--- src/logic/lss_pkg.sv ---
// How it works
// - both channels integrate over one shared period
// - results reach data registers through double buffer
// - next integration starts right after each conversion
// - address pin level picks one of three addresses
// - alert response address always answered
// - first written byte with top bit set is command
// - command low nibble becomes register pointer
// - receive byte returns register at stored pointer
// - byte, word, block and combined transfers supported
// - block byte count ignored, bytes simply counted
// - read bytes continue until master sends nack
// - smbus read may follow address byte directly
// - smbus line held low too long aborts
// - send byte: address, one data byte, both acked
// - write byte: address, command, data, all acked
// - i2c write accepts data bytes until stop
// - pointer reads zero after power on
// - block read command 9Bh inserts count four
package lss_pkg;
    // address pin encoding after the three-level detector
    localparam logic [1:0] SEL_GND       = 2'h0;
    localparam logic [1:0] SEL_FLOAT     = 2'h1;
    localparam logic [1:0] SEL_VDD       = 2'h2;
    localparam logic [6:0] ADDR_GND      = 7'h29;
    localparam logic [6:0] ADDR_FLOAT    = 7'h39;
    localparam logic [6:0] ADDR_VDD      = 7'h49;
    localparam logic [6:0] ADDR_ALERT    = 7'h0C;
    // command byte layout
    localparam int         CMD_FLAG_BIT  = 7;
    localparam int         CMD_BLOCK_BIT = 4;
    localparam logic [3:0] PTR_RESET     = 4'h0;
    localparam logic [3:0] PTR_ALL_DATA  = 4'hB;
    localparam logic [3:0] PTR_DATA_LO   = 4'hC;
    localparam logic [7:0] ALL_DATA_CNT  = 8'h04;
    // bus low timeout, shortest legal value
    localparam int         TIMEOUT_MS    = 25;
    localparam int         CLK_MHZ       = 100;
    localparam int         TIMEOUT_CYC   = TIMEOUT_MS * CLK_MHZ * 1000;
    localparam int         TO_W          = 22;
    localparam int         DATA_W        = 16;
    typedef enum logic [6:0] {
        ST_IDLE = 7'h01,
        ST_ADDR = 7'h02,
        ST_AACK = 7'h04,
        ST_WRB  = 7'h08,
        ST_WACK = 7'h10,
        ST_RDB  = 7'h20,
        ST_RACK = 7'h40
    } lss_state_e;
endpackage : lss_pkg

--- src/logic/lss_slave.sv ---
`timescale 1ns/1ns
module lss_slave #(
    parameter int TIMEOUT_CYC = lss_pkg::TIMEOUT_CYC
) (
    // clock and reset
    input  wire logic                          mclk,
    input  wire logic                          rst_b,
    // two-wire pins
    input  wire logic                          scl,
    input  wire logic                          sdaIn,
    output logic                               sdaOut,
    output logic                               sdaOeB,
    // straps
    input  wire logic [1:0]                    addrSel,
    input  wire logic                          smbusMode,
    // register file side
    output logic                               regWrEn,
    output logic [3:0]                         regAddr,
    output logic [7:0]                         regWrData,
    input  wire logic [7:0]                    regRdData,
    // converter side
    input  wire logic                          convDone,
    input  wire logic [lss_pkg::DATA_W-1:0]    ch0Raw,
    input  wire logic [lss_pkg::DATA_W-1:0]    ch1Raw,
    output logic                               integStart
);
    import lss_pkg::*;

    // slave address from the decoded pin level
    function automatic logic [6:0] slvAddr(input logic [1:0] sel);
        case (sel)
            SEL_GND:   slvAddr = ADDR_GND;
            SEL_FLOAT: slvAddr = ADDR_FLOAT;
            default:   slvAddr = ADDR_VDD;
        endcase
    endfunction : slvAddr

    logic [2:0]    sclS, sdaS;
    logic [1:0]    selS1, selS2;
    logic          smbS1, smbS2;
    lss_state_e    st_r, st_nxt;
    logic [2:0]    bitCnt_r, bitCnt_nxt;
    logic          full_r, full_nxt, rw_r, rw_nxt, nack_r, nack_nxt;
    logic          alert_r, alert_nxt, first_r, first_nxt;
    logic          blk_r, blk_nxt, skip_r, skip_nxt, oeB_r, oeB_nxt;
    logic [7:0]    shReg_r, shReg_nxt, txReg_r, txReg_nxt, wrData_r, wrData_nxt;
    logic [3:0]    ptr_r, ptr_nxt, cur_r, cur_nxt, wrAddr_r, wrAddr_nxt;
    logic          wrEn_r, wrEn_nxt;
    logic [TO_W-1:0] toCnt_r, toCnt_nxt;
    logic          sclRise, sclFall, startDet, stopDet, toHit, addrHit, cmdStb;
    logic          cntIns;
    logic [7:0]    rdByte;
    logic [DATA_W-1:0] data0, data1;
    logic [31:0]   dataAll;

    // pins and straps pass two flops before use
    always_ff @(posedge mclk) begin
        if (!rst_b) begin
            sclS  <= 3'h7;
            sdaS  <= 3'h7;
            selS1 <= 2'h0;
            selS2 <= 2'h0;
            smbS1 <= 1'b0;
            smbS2 <= 1'b0;
        end else begin
            sclS  <= {sclS[1:0], scl};
            sdaS  <= {sdaS[1:0], sdaIn};
            selS1 <= addrSel;
            selS2 <= selS1;
            smbS1 <= smbusMode;
            smbS2 <= smbS1;
        end
    end

    // edges and bus conditions from the second and third stages
    assign sclRise  = sclS[1] && !sclS[2];
    assign sclFall  = !sclS[1] && sclS[2];
    assign startDet = sclS[1] && sclS[2] && !sdaS[1] && sdaS[2];
    assign stopDet  = sclS[1] && sclS[2] && sdaS[1] && !sdaS[2];
    assign toHit    = toCnt_r == TO_W'(TIMEOUT_CYC - 1);
    assign addrHit  = (shReg_r[7:1] == slvAddr(selS2))
                   || (shReg_r[7:1] == ADDR_ALERT);
    assign cmdStb   = (st_r == ST_WRB) && sclFall && full_r && first_r && shReg_r[CMD_FLAG_BIT];
    assign cntIns   = smbS2 && blk_r && (cur_r == PTR_ALL_DATA);
    assign dataAll  = {data1, data0};
    // pointer C..F reads the buffered results, the rest the register file
    assign rdByte   = (cur_r >= PTR_DATA_LO) ? dataAll[{cur_r[1:0], 3'h0} +: 8] : regRdData;

    // byte engine: shift on scl rise, drive on scl fall
    always_comb begin
        st_nxt     = st_r;
        bitCnt_nxt = bitCnt_r;
        full_nxt   = full_r;
        rw_nxt     = rw_r;
        nack_nxt   = nack_r;
        alert_nxt  = alert_r;
        first_nxt  = first_r;
        blk_nxt    = blk_r;
        skip_nxt   = skip_r;
        oeB_nxt    = oeB_r;
        shReg_nxt  = shReg_r;
        txReg_nxt  = txReg_r;
        ptr_nxt    = ptr_r;
        cur_nxt    = cur_r;
        wrAddr_nxt = wrAddr_r;
        wrData_nxt = wrData_r;
        wrEn_nxt   = 1'b0;
        // only smbus watches for a stuck bus; any clock edge restarts it, so long zero runs are not stuck
        toCnt_nxt  = (smbS2 && (!sclS[1] || !sdaS[1]) && !sclRise && !sclFall && !toHit) ? toCnt_r + TO_W'(1) : '0;
        if (toHit || stopDet) begin
            st_nxt  = ST_IDLE;
            oeB_nxt = 1'b1;
        end else if (startDet) begin
            st_nxt     = ST_ADDR;
            bitCnt_nxt = 3'h0;
            full_nxt   = 1'b0;
            oeB_nxt    = 1'b1;
        end else if (sclRise) begin
            case (st_r)
                ST_ADDR, ST_WRB: begin
                    shReg_nxt  = {shReg_r[6:0], sdaS[1]};
                    bitCnt_nxt = bitCnt_r + 3'h1;
                    full_nxt   = bitCnt_r == 3'h7;
                end
                ST_RDB: begin
                    bitCnt_nxt = bitCnt_r + 3'h1;
                    full_nxt   = bitCnt_r == 3'h7;
                end
                ST_RACK: nack_nxt = sdaS[1];
                default: ;
            endcase
        end else if (sclFall) begin
            case (st_r)
                ST_ADDR: if (full_r) begin
                    full_nxt = 1'b0;
                    if (addrHit) begin
                        st_nxt    = ST_AACK;
                        oeB_nxt   = 1'b0;
                        rw_nxt    = shReg_r[0];
                        alert_nxt = shReg_r[7:1] == ADDR_ALERT;
                        first_nxt = 1'b1;
                        skip_nxt  = 1'b0;
                        cur_nxt   = ptr_r;
                    end else begin
                        st_nxt = ST_IDLE;
                    end
                end
                ST_AACK: begin
                    bitCnt_nxt = 3'h0;
                    if (rw_r) begin
                        st_nxt = ST_RDB;
                        if (alert_r) begin
                            txReg_nxt = {slvAddr(selS2), 1'b0};
                        end else if (cntIns) begin
                            txReg_nxt = ALL_DATA_CNT;
                            cur_nxt   = PTR_DATA_LO;
                        end else begin
                            txReg_nxt = rdByte;
                            cur_nxt   = cur_r + 4'h1;
                        end
                        oeB_nxt = txReg_nxt[7];
                    end else begin
                        st_nxt  = ST_WRB;
                        oeB_nxt = 1'b1;
                    end
                end
                ST_WRB: if (full_r) begin
                    full_nxt  = 1'b0;
                    first_nxt = 1'b0;
                    st_nxt    = ST_WACK;
                    oeB_nxt   = 1'b0;
                    if (cmdStb) begin
                        ptr_nxt  = shReg_r[3:0];
                        cur_nxt  = shReg_r[3:0];
                        blk_nxt  = shReg_r[CMD_BLOCK_BIT];
                        skip_nxt = shReg_r[CMD_BLOCK_BIT] && smbS2;
                    end else if (skip_r) begin
                        skip_nxt = 1'b0;
                    end else begin
                        wrEn_nxt   = 1'b1;
                        wrAddr_nxt = cur_r;
                        wrData_nxt = shReg_r;
                        cur_nxt    = cur_r + 4'h1;
                    end
                end
                ST_WACK: begin
                    st_nxt     = ST_WRB;
                    oeB_nxt    = 1'b1;
                    bitCnt_nxt = 3'h0;
                end
                ST_RDB: if (full_r) begin
                    full_nxt = 1'b0;
                    st_nxt   = ST_RACK;
                    oeB_nxt  = 1'b1;
                end else begin
                    txReg_nxt = {txReg_r[6:0], 1'b1};
                    oeB_nxt   = txReg_r[6];
                end
                ST_RACK: begin
                    bitCnt_nxt = 3'h0;
                    if (nack_r) begin
                        st_nxt = ST_IDLE;
                    end else begin
                        st_nxt    = ST_RDB;
                        txReg_nxt = rdByte;
                        cur_nxt   = cur_r + 4'h1;
                        oeB_nxt   = rdByte[7];
                    end
                end
                default: ;
            endcase
        end
    end

    always_ff @(posedge mclk) begin
        if (!rst_b) begin
            st_r     <= ST_IDLE;
            bitCnt_r <= 3'h0;
            full_r   <= 1'b0;
            rw_r     <= 1'b0;
            nack_r   <= 1'b0;
            alert_r  <= 1'b0;
            first_r  <= 1'b0;
            blk_r    <= 1'b0;
            skip_r   <= 1'b0;
            oeB_r    <= 1'b1;
            shReg_r  <= 8'h00;
            txReg_r  <= 8'hFF;
            ptr_r    <= PTR_RESET;
            cur_r    <= PTR_RESET;
            wrAddr_r <= 4'h0;
            wrData_r <= 8'h00;
            wrEn_r   <= 1'b0;
            toCnt_r  <= '0;
        end else begin
            st_r     <= st_nxt;
            bitCnt_r <= bitCnt_nxt;
            full_r   <= full_nxt;
            rw_r     <= rw_nxt;
            nack_r   <= nack_nxt;
            alert_r  <= alert_nxt;
            first_r  <= first_nxt;
            blk_r    <= blk_nxt;
            skip_r   <= skip_nxt;
            oeB_r    <= oeB_nxt;
            shReg_r  <= shReg_nxt;
            txReg_r  <= txReg_nxt;
            ptr_r    <= ptr_nxt;
            cur_r    <= cur_nxt;
            wrAddr_r <= wrAddr_nxt;
            wrData_r <= wrData_nxt;
            wrEn_r   <= wrEn_nxt;
            toCnt_r  <= toCnt_nxt;
        end
    end

    // open drain: only ever pulls low
    assign sdaOut    = 1'b0;
    assign sdaOeB    = oeB_r;
    assign regWrEn   = wrEn_r;
    // read address follows the live pointer so regRdData is ready on the fall
    assign regAddr   = wrEn_r ? wrAddr_r : cur_r;
    assign regWrData = wrData_r;

    // results freeze for the whole transaction, so low and high bytes match
    lss_conv_buf #(
        .DW(DATA_W)
    ) u_conv (
        .mclk      (mclk),
        .rst_b     (rst_b),
        .convDone  (convDone),
        .ch0Raw    (ch0Raw),
        .ch1Raw    (ch1Raw),
        .integStart(integStart),
        .holdOff   (st_r != ST_IDLE),
        .data0     (data0),
        .data1     (data1)
    );
endmodule : lss_slave

--- src/logic/lss_conv_buf.sv ---
`timescale 1ns/1ns
module lss_conv_buf #(
    parameter int DW = lss_pkg::DATA_W
) (
    // clock and reset
    input  wire logic          mclk,
    input  wire logic          rst_b,
    // converter side
    input  wire logic          convDone,
    input  wire logic [DW-1:0] ch0Raw,
    input  wire logic [DW-1:0] ch1Raw,
    output logic               integStart,
    // bus side
    input  wire logic          holdOff,
    output logic [DW-1:0]      data0,
    output logic [DW-1:0]      data1
);
    import lss_pkg::*;
    logic [DW-1:0] shad0_r, shad0_nxt, shad1_r, shad1_nxt;
    logic [DW-1:0] vis0_r, vis0_nxt, vis1_r, vis1_nxt;
    logic          pend_r, pend_nxt, start_r, start_nxt, boot_r, boot_nxt;
    logic          xfer;

    // shadow takes both results at once, visible copy waits for an idle bus
    always_comb begin
        shad0_nxt = shad0_r;
        shad1_nxt = shad1_r;
        vis0_nxt  = vis0_r;
        vis1_nxt  = vis1_r;
        pend_nxt  = pend_r;
        boot_nxt  = 1'b1;
        xfer      = pend_r && !holdOff;
        start_nxt = !boot_r || convDone;
        if (xfer) begin
            vis0_nxt = shad0_r;
            vis1_nxt = shad1_r;
            pend_nxt = 1'b0;
        end
        if (convDone) begin
            shad0_nxt = ch0Raw;
            shad1_nxt = ch1Raw;
            pend_nxt  = 1'b1;
        end
    end

    always_ff @(posedge mclk) begin
        if (!rst_b) begin
            shad0_r <= '0;
            shad1_r <= '0;
            vis0_r  <= '0;
            vis1_r  <= '0;
            pend_r  <= 1'b0;
            start_r <= 1'b0;
            boot_r  <= 1'b0;
        end else begin
            shad0_r <= shad0_nxt;
            shad1_r <= shad1_nxt;
            vis0_r  <= vis0_nxt;
            vis1_r  <= vis1_nxt;
            pend_r  <= pend_nxt;
            start_r <= start_nxt;
            boot_r  <= boot_nxt;
        end
    end

    // one start strobe feeds both converters, so periods match
    assign integStart = start_r;
    assign data0      = vis0_r;
    assign data1      = vis1_r;
endmodule : lss_conv_buf

--- config.mk ---
export PLATFORM = sky130hd
export DESIGN_NAME = lss_slave
export DESIGN_NICKNAME = d
export VERILOG_FILES = /design/src/logic/lss_pkg.sv /design/src/logic/lss_slave.sv /design/src/logic/lss_conv_buf.sv
export SDC_FILE = /design/constraint.sdc
export NUM_CORES = 1
export LEC_CHECK = 0
export BUFFER_PORTS_ARGS = -buffer_cell sky130_fd_sc_hd__buf_2
export CAP_MARGIN = 25
export CORE_ASPECT_RATIO = 0.6
export CORE_UTILIZATION = 51
export DETAILED_ROUTE_END_ITERATION = 10
export GPL_ROUTABILITY_DRIVEN = 0
export PLACE_DENSITY = 0.8
export SLEW_MARGIN = 10
export SYNTH_ARGS = -nofsm -noshare
export SYNTH_HDL_FRONTEND = slang
export SYNTH_SLANG_ARGS = --single-unit
--- constraint.sdc ---
create_clock -name mclk -period 3.3 [get_ports mclk]
set_clock_uncertainty 0.15 [all_clocks]
set_input_delay 0.495 -clock mclk [delete_from_list [all_inputs] [get_ports mclk]]
set_output_delay 0.495 -clock mclk [all_outputs]
set_load 0.02 [all_outputs]
==> flow_metrics.tcl, run 1 <==
set metrics [dict create \
    worst_pin_slew_ns 0.991 \
    crit_family "simple AND/OR/NAND/NOR gates" \
    synth-compound-area-share_pct 8.24 \
    drt-total-wl_um 16100 \
    h-tree-depth 4 \
    avgSynthCellArea_um2 9.44 \
    max_stage_delay_ns 0.53 \
    rsz0062_at_grt "no" \
    syn_nets 803 \
    n_antenna_cell 0 \
    seq_area_um2 3100 \
    synth-seq-cells 155 \
    post_cts_resized 0 \
    synth_edf_count 0 \
    reg2reg_to "txReg_r[6]" \
    setup_viol 0 \
    synth-simple-area-share_pct 21.0 \
    multiInputGateArea_um2 3700 \
    yosysWarnings 0 \
    dpl.hpwl_um 11300 \
    holdBufCountCts 0 \
    die_height_um 93.1 \
    start_util_pct 53.6 \
    io_buffers 62 \
    finalPower_mw 4.11 \
    cts_root_buffer "clkbuf_16" \
    cap_violations 0 \
    crit_required_ns 3.42 \
    clkSlewWorstSetupHoldPaths_ns 0.07 \
    cts.sinks 155 \
    p_int_mw 3.10 \
    drv_slew 0 \
    cp_num_buf_inv 1 \
    vias 5576 \
    dieArea_um2 14300 \
    grt_overflow 0 \
    end_kind "flip-flop" \
    die_x_um 154 \
    r2r_slack_ns 0.43 \
    clkPwrFrac_pct 47.6 \
    synth_fa_ha_area_share_pct 1.24 \
    numCtsBuffers 17 \
    final_common_cell "dfxtp_1" \
    power_frac_comb_pct 5.2 \
    synthToLayoutAreaGrowth_pct 14.5 \
    antenna_left 0 \
    power.switching_mw 1.01 \
    yosysUniqueCellTypes 67 \
    grt_pass1_vias 5025 \
    cts_tree "built" \
    reg2reg_from "st_r[3]" \
    vias_per_cell 5.71 \
    fillers 1053 \
    core_um2 13200 \
    critPathKind "flip-flop to flip-flop" \
    muxShareOfSynthArea_pct 18.7 \
    min_period_ns 2.87 \
    drt_iter0_drc 603 \
    yosys.area.top_type "dfxtp_1" \
    fin_nets 850 \
    io_pins 64 \
    timing.final.hold_violations 0 \
    synth_top_family_by_area "simple AND/OR/NAND/NOR gates" \
    antenna_found_initial 0 \
    seqPwrFrac_pct 47.3 \
    ff2ff_path_depth 7 \
    synthCells 748 \
    hold_start "scl" \
    wl_per_cell_um 16.5 \
    hold_path.class "input pin to flip-flop" \
    async_flop_share_pct 0 \
    hold_depth 2 \
    mostFrequentLayoutCells "dfxtp_1, nor2_1, mux2i_1" \
    synth-xor-area-share_pct 3.23 \
    yosysTopAreaCellShare_pct 44.0 \
    synth.yosys.seq_area_share_pct 44.0 \
    ir_drop_v 0.000307 \
    whs_endpoint "sclS[0]" \
    std_cell_rows 32 \
    syn-cell-area_um2 7060 \
    grt_util_all_layers_pct 23.5 \
    fmax_mhz 349 \
    cp_slowest_cell "dfxtp_1" \
    clock_latency_ns 0.42 \
    start_kind "flip-flop" \
    finalSetupTns_ns 0 \
    drive_above_1_share_pct 16.1 \
    drtPass1Iterations 5 \
    drc 0 \
    grt_max_degree 68 \
    crit_arrival_ns 2.99 \
    cts_max_path_buffers 2 \
    cp_cell_sequence "nor3_4 -> nand4b_1 -> nand2_1 -> o2111ai_1 -> buf_4 -> a2111oi_0 -> o21ai_0" \
    status "finished, final reports clean" \
    period_share_pct 86.9 \
    power.leakage_nw 3.46 \
    postCtsSetupBuffers 0 \
    grt_pass1_wl_um 26400 \
    slew_headroom_pct 33.9 \
    ys.flop_type "dfxtp_1" \
    synthTopCellsByArea "dfxtp_1, mux2i_1, nor2_1" \
    p_per_area_nw_per_um2 508 \
    cp_max_fo 17 \
    switching_share_pct 24.5 \
]
-- power groups by stage --
stage / clock network, mW / logic (mW) / registers (mW)
floorplan: 0 / 0.146 / 1.97
global placement: 0 / 0.207 / 1.98
detailed placement: 0 / 0.210 / 1.98
CTS: 1.98 / 0.212 / 1.94
global route: 2.07 / 0.232 / 1.95
finish: 1.95 / 0.213 / 1.94
-- state kept, by name (all words and copies together) (netlist names), 7 cells and up --
name,cells
toCnt_r,22
shReg_r,8
u_conv.shad0_r,16
regWrData,8
u_conv.shad1_r,16
txReg_r,7
u_conv.data0,16
u_conv.data1,16
st_r,7
-- area by class of cell --
cell class | count | share of cell area, %
Clock buffer | 18 | 5.43
Clock inverter | 13 | 1.97
Inverter | 11 | 0.511
Multi-Input combinational cell | 534 | 45.8
Sequential cell | 155 | 38.4
Tap cell | 170 | 2.63
Timing Repair Buffer | 76 | 5.29
-- how the worst max path moves through the flow --
stage | startpoint | endpoint | cells past startpoint | slack, ns
4_1_cts | st_r[3] | txReg_r[6] | 7 | 0.59
3_3_place_gp | st_r[3] | txReg_r[6] | 7 | 0.65
2_1_floorplan | toCnt_r[0] | regWrData[0] | 8 | 0.93
5_1_grt | st_r[3] | txReg_r[6] | 7 | 0.34
3_5_place_dp | st_r[3] | txReg_r[6] | 7 | 0.58
6_report | st_r[3] | txReg_r[6] | 7 | 0.43
-- cell families (layout without fill, tap and decap cells) --
kind of cell / Yosys count / after routing
AOI/OAI and AO/OA: 85 / 85
xor gates and xnor gates: 26 / 26
adders and majority gates: 7 / 7
and+or+nand+nor: 294 / 294
muxes: 121 / 121
buffers and inverters: 59 / 118
DFF: 155 / 155
other: 1 / 1
-- synthesized netlist by cell type, types with 7 or more instances --
cell type	instances
and2_1	9
nand3b_1	8
xnor2_1	7
xor2_1	19
clkbuf_1	32
mux2i_1	107
nand3_1	16
buf_2	8
o21ai_0	23
nor2_1	141
and3_1	8
nor4b_1	7
ha_1	7
nand2b_1	7
mux4_2	8
inv_1	11
dfxtp_1	155
nand4_1	13
nand2_1	45
a21oi_1	18
-- through the flow --
step	hold WS, ns	setup slack [ns]	cells	utilization, %	cell area [um^2]
after floorplan	0.236	0.935	748	-	7060
after global placement	0.245	0.649	946	56.8	7490
after detailed placement	0.251	0.583	946	56.8	7490
after CTS	0.0995	0.589	977	61.4	8090
after global routing	0.0989	0.337	977	61.4	8090
final	0.103	0.431	977	61.4	8090
-- per-layer routing --
metal / global-route usage, % / up-vias / routed length (um)
li1: - / 2746 / -
met1: 37.2 / 2613 / 8380
met2: 31.2 / 205 / 6410
met3: 5.93 / 12 / 1260
met4: 4.42 / 0 / 91
met5: 0 / - / 0
Power figures use the tool's default switching activity.
==> inputs of run 2 (changes only) <==
==> constraint.sdc (replaced) <==
create_clock -name mclk -period 2.7 [get_ports mclk]
set_clock_uncertainty 0.15 [all_clocks]
set_input_delay 0.405 -clock mclk [delete_from_list [all_inputs] [get_ports mclk]]
set_output_delay 0.405 -clock mclk [all_outputs]
set_load 0.02 [all_outputs]
==> flow_metrics.tcl, run 2 (synthesis gave the netlist of run 1 again) <==
set metrics [dict create \
    status "finished, final reports clean" \
    wl_per_cell_um 17.5 \
    fillers 1013 \
    ff2ff_path_depth 7 \
    die_height_um 93.1 \
    rsz0062_at_grt "no" \
    io_buffers 62 \
    top_register "toCnt_r" \
    critPathLaunch "st_r[2]" \
    drt-total-wl_um 17600 \
    worst_pin_slew_ns 0.837 \
    vias_per_cell 5.81 \
    hold_start "sdaIn" \
    antenna_found_initial 0 \
    post-place-ws_ns 0.242 \
    fmax_mhz 392 \
    cts.sinks 155 \
    cap_violations 0 \
    dpl.hpwl_um 12100 \
    timing.final.hold_violations 0 \
    setup_viol 0 \
    critPathKind "flip-flop to flip-flop" \
    grt_max_degree 45 \
    crit_required_ns 2.88 \
    cts_tree "built" \
    final_common_cell "dfxtp_1" \
    finalPower_mw 5.18 \
    grt_pass1_wl_um 28300 \
    drtPass1Iterations 5 \
    postCtsSetupBuffers 0 \
    p_per_area_nw_per_um2 622 \
    min_period_ns 2.55 \
    core_um2 13200 \
    ir_drop_v 0.000433 \
    dieArea_um2 14300 \
    reg2reg_from "st_r[2]" \
    cts_root_buffer "clkbuf_16" \
    start_util_pct 53.6 \
    grt_pass1_vias 5295 \
    hold_path.class "input pin to flip-flop" \
    slew_headroom_pct 44.1 \
    vias 5824 \
    clock_latency_ns 0.43 \
    crit_arrival_ns 2.73 \
    cts_max_path_buffers 2 \
    h-tree-depth 4 \
    clkSlewWorstSetupHoldPaths_ns 0.07 \
    largest_register_ff_count 22 \
    grt_overflow 0 \
    setup_slack_ns 0.150 \
    mostFrequentLayoutCells "dfxtp_1, nor2_1, mux2i_1" \
    end_kind "flip-flop" \
    fin_nets 875 \
    start_kind "flip-flop" \
    io_pins 64 \
    drive_above_1_share_pct 18.7 \
    drc 0 \
    n_antenna_cell 0 \
    antenna_left 0 \
    drt_iter0_drc 508 \
    numCtsBuffers 17 \
    endpoint "wrAddr_r[1]" \
    grt_util_all_layers_pct 25.5 \
    period_share_pct 94.4 \
    power.leakage_nw 3.60 \
    synthToLayoutAreaGrowth_pct 18.0 \
    reg2reg_to "wrAddr_r[1]" \
    holdBufCountCts 0 \
    r2r_slack_ns 0.15 \
    std_cell_rows 32 \
    finalSetupTns_ns 0 \
    drv_slew 0 \
    die_x_um 154 \
    cp_max_fo 9 \
]
-- run 2: cell types whose count changed in the layout (fill, tap and decap cells not counted), moves of 2 or more --
cell,before,now
buf_4,13,37
clkinv_8,3,5
inv_12,0,2
inv_6,4,1
inv_8,2,4
-- run 2: layout make-up --
type                       instances  area, um^2  share of cell area [%]
clock inverter                    15         214                    2.57
timing repair buffer             101         628                    7.54
sequential                       155        3100                    37.2
clock buffer                      17         425                    5.11
inverter                          11        41.3                   0.495
tap                              170         213                    2.55
multi-input combinational        534        3710                    44.5
-- run 2: through the flow --
| step | instances | hold WS, ns | cell area [um^2] | util, % |
|---|---|---|---|---|
| CTS | 1003 | 0.00902 | 8330 | 63.2 |
| global route | 1003 | 0.0144 | 8330 | 63.3 |
| finish | 1003 | 0.00917 | 8330 | 63.3 |
| detailed placement | 971 | 0.252 | 7690 | 58.4 |
| floorplan | 748 | 0.236 | 7060 | - |
| global placement | 971 | 0.243 | 7690 | 58.4 |
-- run 2: timing repair --
action,4_1_cts,5_1_grt
endpoints found under the hold margin,0,0
gates resized for setup,0,1
endpoints found under the setup margin,0,3
-- run 2: layer usage --
metal	GRT usage [%]	wire, um
met4	6.33	131
met2	35.9	7290
met1	37.4	8510
met3	7.78	1630
met5	0	0
-- run 2: critical path, stage by stage, from the launching register on --
cell and delay, ns:
dfxtp_1 0.37, nor4_1 0.59, and3_1 0.35, nand3_1 0.19, nor4b_4 0.29, buf_4 0.24
mux2i_1 0.21, nor2_1 0.05
-- run 2: report_power, final --
part           internal [mW]  switching, mW
logic                  0.123          0.151
registers               2.34         0.0379
clock network           1.36           1.17
total                   3.82           1.36
-- run 2: how the worst min path moves through the flow --
stage | endpoint | slack, ns | cells past startpoint
2_1_floorplan | sclS[1] | 0.24 | 1
3_3_place_gp | u_conv.integStart | 0.24 | 1
3_5_place_dp | sclS[1] | 0.25 | 1
4_1_cts | sdaS[0] | 0.009 | 2
5_1_grt | sdaS[0] | 0.01 | 2
6_report | sdaS[0] | 0.009 | 2
==> inputs of run 3 (changes only) <==
--- a/config.mk
+++ b/config.mk
@@ -5,7 +5,7 @@
 export SDC_FILE = /design/constraint.sdc
 export NUM_CORES = 1
 export LEC_CHECK = 0
-export BUFFER_PORTS_ARGS = -buffer_cell sky130_fd_sc_hd__buf_2
+export BUFFER_PORTS_ARGS = -buffer_cell sky130_fd_sc_hd__buf_4
 export CAP_MARGIN = 25
 export CORE_ASPECT_RATIO = 0.6
 export CORE_UTILIZATION = 51
==> flow_metrics.tcl, run 3 (synthesis gave the netlist of run 1 again) <==
set metrics [dict create \
    crit_family "simple AND/OR/NAND/NOR gates" \
    mostFrequentLayoutCells "dfxtp_1, nor2_1, mux2i_1" \
    n_antenna_cell 0 \
    clkPwrFrac_pct 48.1 \
    grt_pass1_vias 5606 \
    end_kind "flip-flop" \
    drive_above_1_share_pct 17.6 \
    fmax_mhz 390 \
    start_kind "flip-flop" \
    p_int_mw 3.87 \
    ff2ff_path_depth 6 \
    whs_ns 0.0236 \
    hold_path.class "input pin to flip-flop" \
    cp_max_fo 11 \
    wl_met2_um 7540 \
    grt_overflow 0 \
    synthToLayoutAreaGrowth_pct 18.3 \
    status "finished, final reports clean" \
    slew_headroom_pct 51.1 \
    cp_cell_sequence "or4_1 -> nor3_2 -> a21boi_0 -> o211a_1 -> and3_1 -> a211o_1" \
    antenna_found_initial 0 \
    grt_util_all_layers_pct 25.8 \
    fin_nets 860 \
    drt_iter0_drc 614 \
    post-route-util_pct 63.4 \
    hold_depth 2 \
    vias 5925 \
    critPathKind "flip-flop to flip-flop" \
    cp_num_buf_inv 0 \
    io_pins 64 \
    crit_arrival_ns 2.73 \
    cap_violations 0 \
    io_buffers 62 \
    drc 0 \
    rsz0062_at_grt "no" \
    cts_tree "built" \
    std_cell_rows 32 \
    start_util_pct 53.6 \
    maxUsedRoutingLayer "met4" \
    core_um2 13200 \
    wl_per_cell_um 18.0 \
    finalSetupTns_ns 0 \
    setup_viol 0 \
    power_frac_comb_pct 5.5 \
    dpl.hpwl_um 12400 \
    power.switching_mw 1.26 \
    seqPwrFrac_pct 46.4 \
    crit_required_ns 2.87 \
    top_register "toCnt_r" \
    dieArea_um2 14300 \
    p_per_area_nw_per_um2 614 \
    h-tree-depth 4 \
    dpl-instance-area_um2 7730 \
    antenna_left 0 \
    period_share_pct 95.0 \
    worst_pin_slew_ns 0.732 \
    fillers 1011 \
    drtPass1Iterations 6 \
    clock_latency_ns 0.43 \
    min_period_ns 2.57 \
    grt_max_degree 43 \
    final_common_cell "dfxtp_1" \
    power.leakage_nw 3.57 \
    grt_pass1_wl_um 29000 \
    cp_slowest_cell "or4_1" \
    numCtsBuffers 17 \
    cts_root_buffer "clkbuf_16" \
    ir_drop_v 0.000414 \
    postCtsSetupBuffers 0 \
    timing.final.hold_violations 0 \
    holdBufCountCts 0 \
    drt-total-wl_um 17800 \
    final_area_um2 8350 \
    die_x_um 154 \
    die_height_um 93.1 \
    vias_per_cell 6.00 \
    cts.sinks 155 \
    met3_length_um 1670 \
    largest_register_ff_count 22 \
    cts_max_path_buffers 2 \
    worst-path-stages 6 \
    clkSlewWorstSetupHoldPaths_ns 0.07 \
    max_stage_delay_ns 0.62 \
    m1WireLength_um 8150 \
    switching_share_pct 24.5 \
    drv_slew 0 \
]
## run 3: metal layers
layer  up-vias  GRT usage (%)
met5         -              0
met4         0           10.1
met3        46           6.86
met2       314           38.6
met1      2808           35.5
li1       2757              -
## run 3: final cells by class
cell class | count | area, um^2 | area share [%]
clock buffer | 20 | 467 | 5.59
tap | 170 | 213 | 2.55
multi-input combinational | 534 | 3710 | 44.4
timing repair buffer | 86 | 671 | 8.03
inverter | 11 | 41.3 | 0.494
sequential | 155 | 3100 | 37.2
clock inverter | 12 | 146 | 1.75
## run 3: final timing paths
kind	to	from	slack, ns
worst min register to register	sclS[1]	sclS[0]	0.27
worst min-delay path	sclS[0]	scl	0.02
worst max register to register	sdaOeB	st_r[4]	0.13
worst max-delay path	sdaOeB	st_r[4]	0.13
## run 3: metrics by stage
stage	instances	worst slack [ns]	power (mW)
after CTS	988	0.134	5.15
final	988	0.134	5.13
after global routing	988	0.0148	5.29
after floorplan	748	0.335	2.59
after detailed placement	956	0.170	2.71
after global placement	956	0.235	2.69
## run 3: timing repair
action / in CTS / in global routing
setup endpoints to repair: 0 / 7
resized for setup: 0 / 4
endpoints found under the hold margin: 0 / 0
## run 3: power groups by stage
stage          registers [mW]  logic, mW  clock network, mW
2_1_floorplan            2.41      0.179                  0
3_3_place_gp             2.42      0.270                  0
3_5_place_dp             2.43      0.278                  0
4_1_cts                  2.38      0.280               2.49
5_1_grt                  2.38      0.306               2.60
6_report                 2.38      0.282               2.47
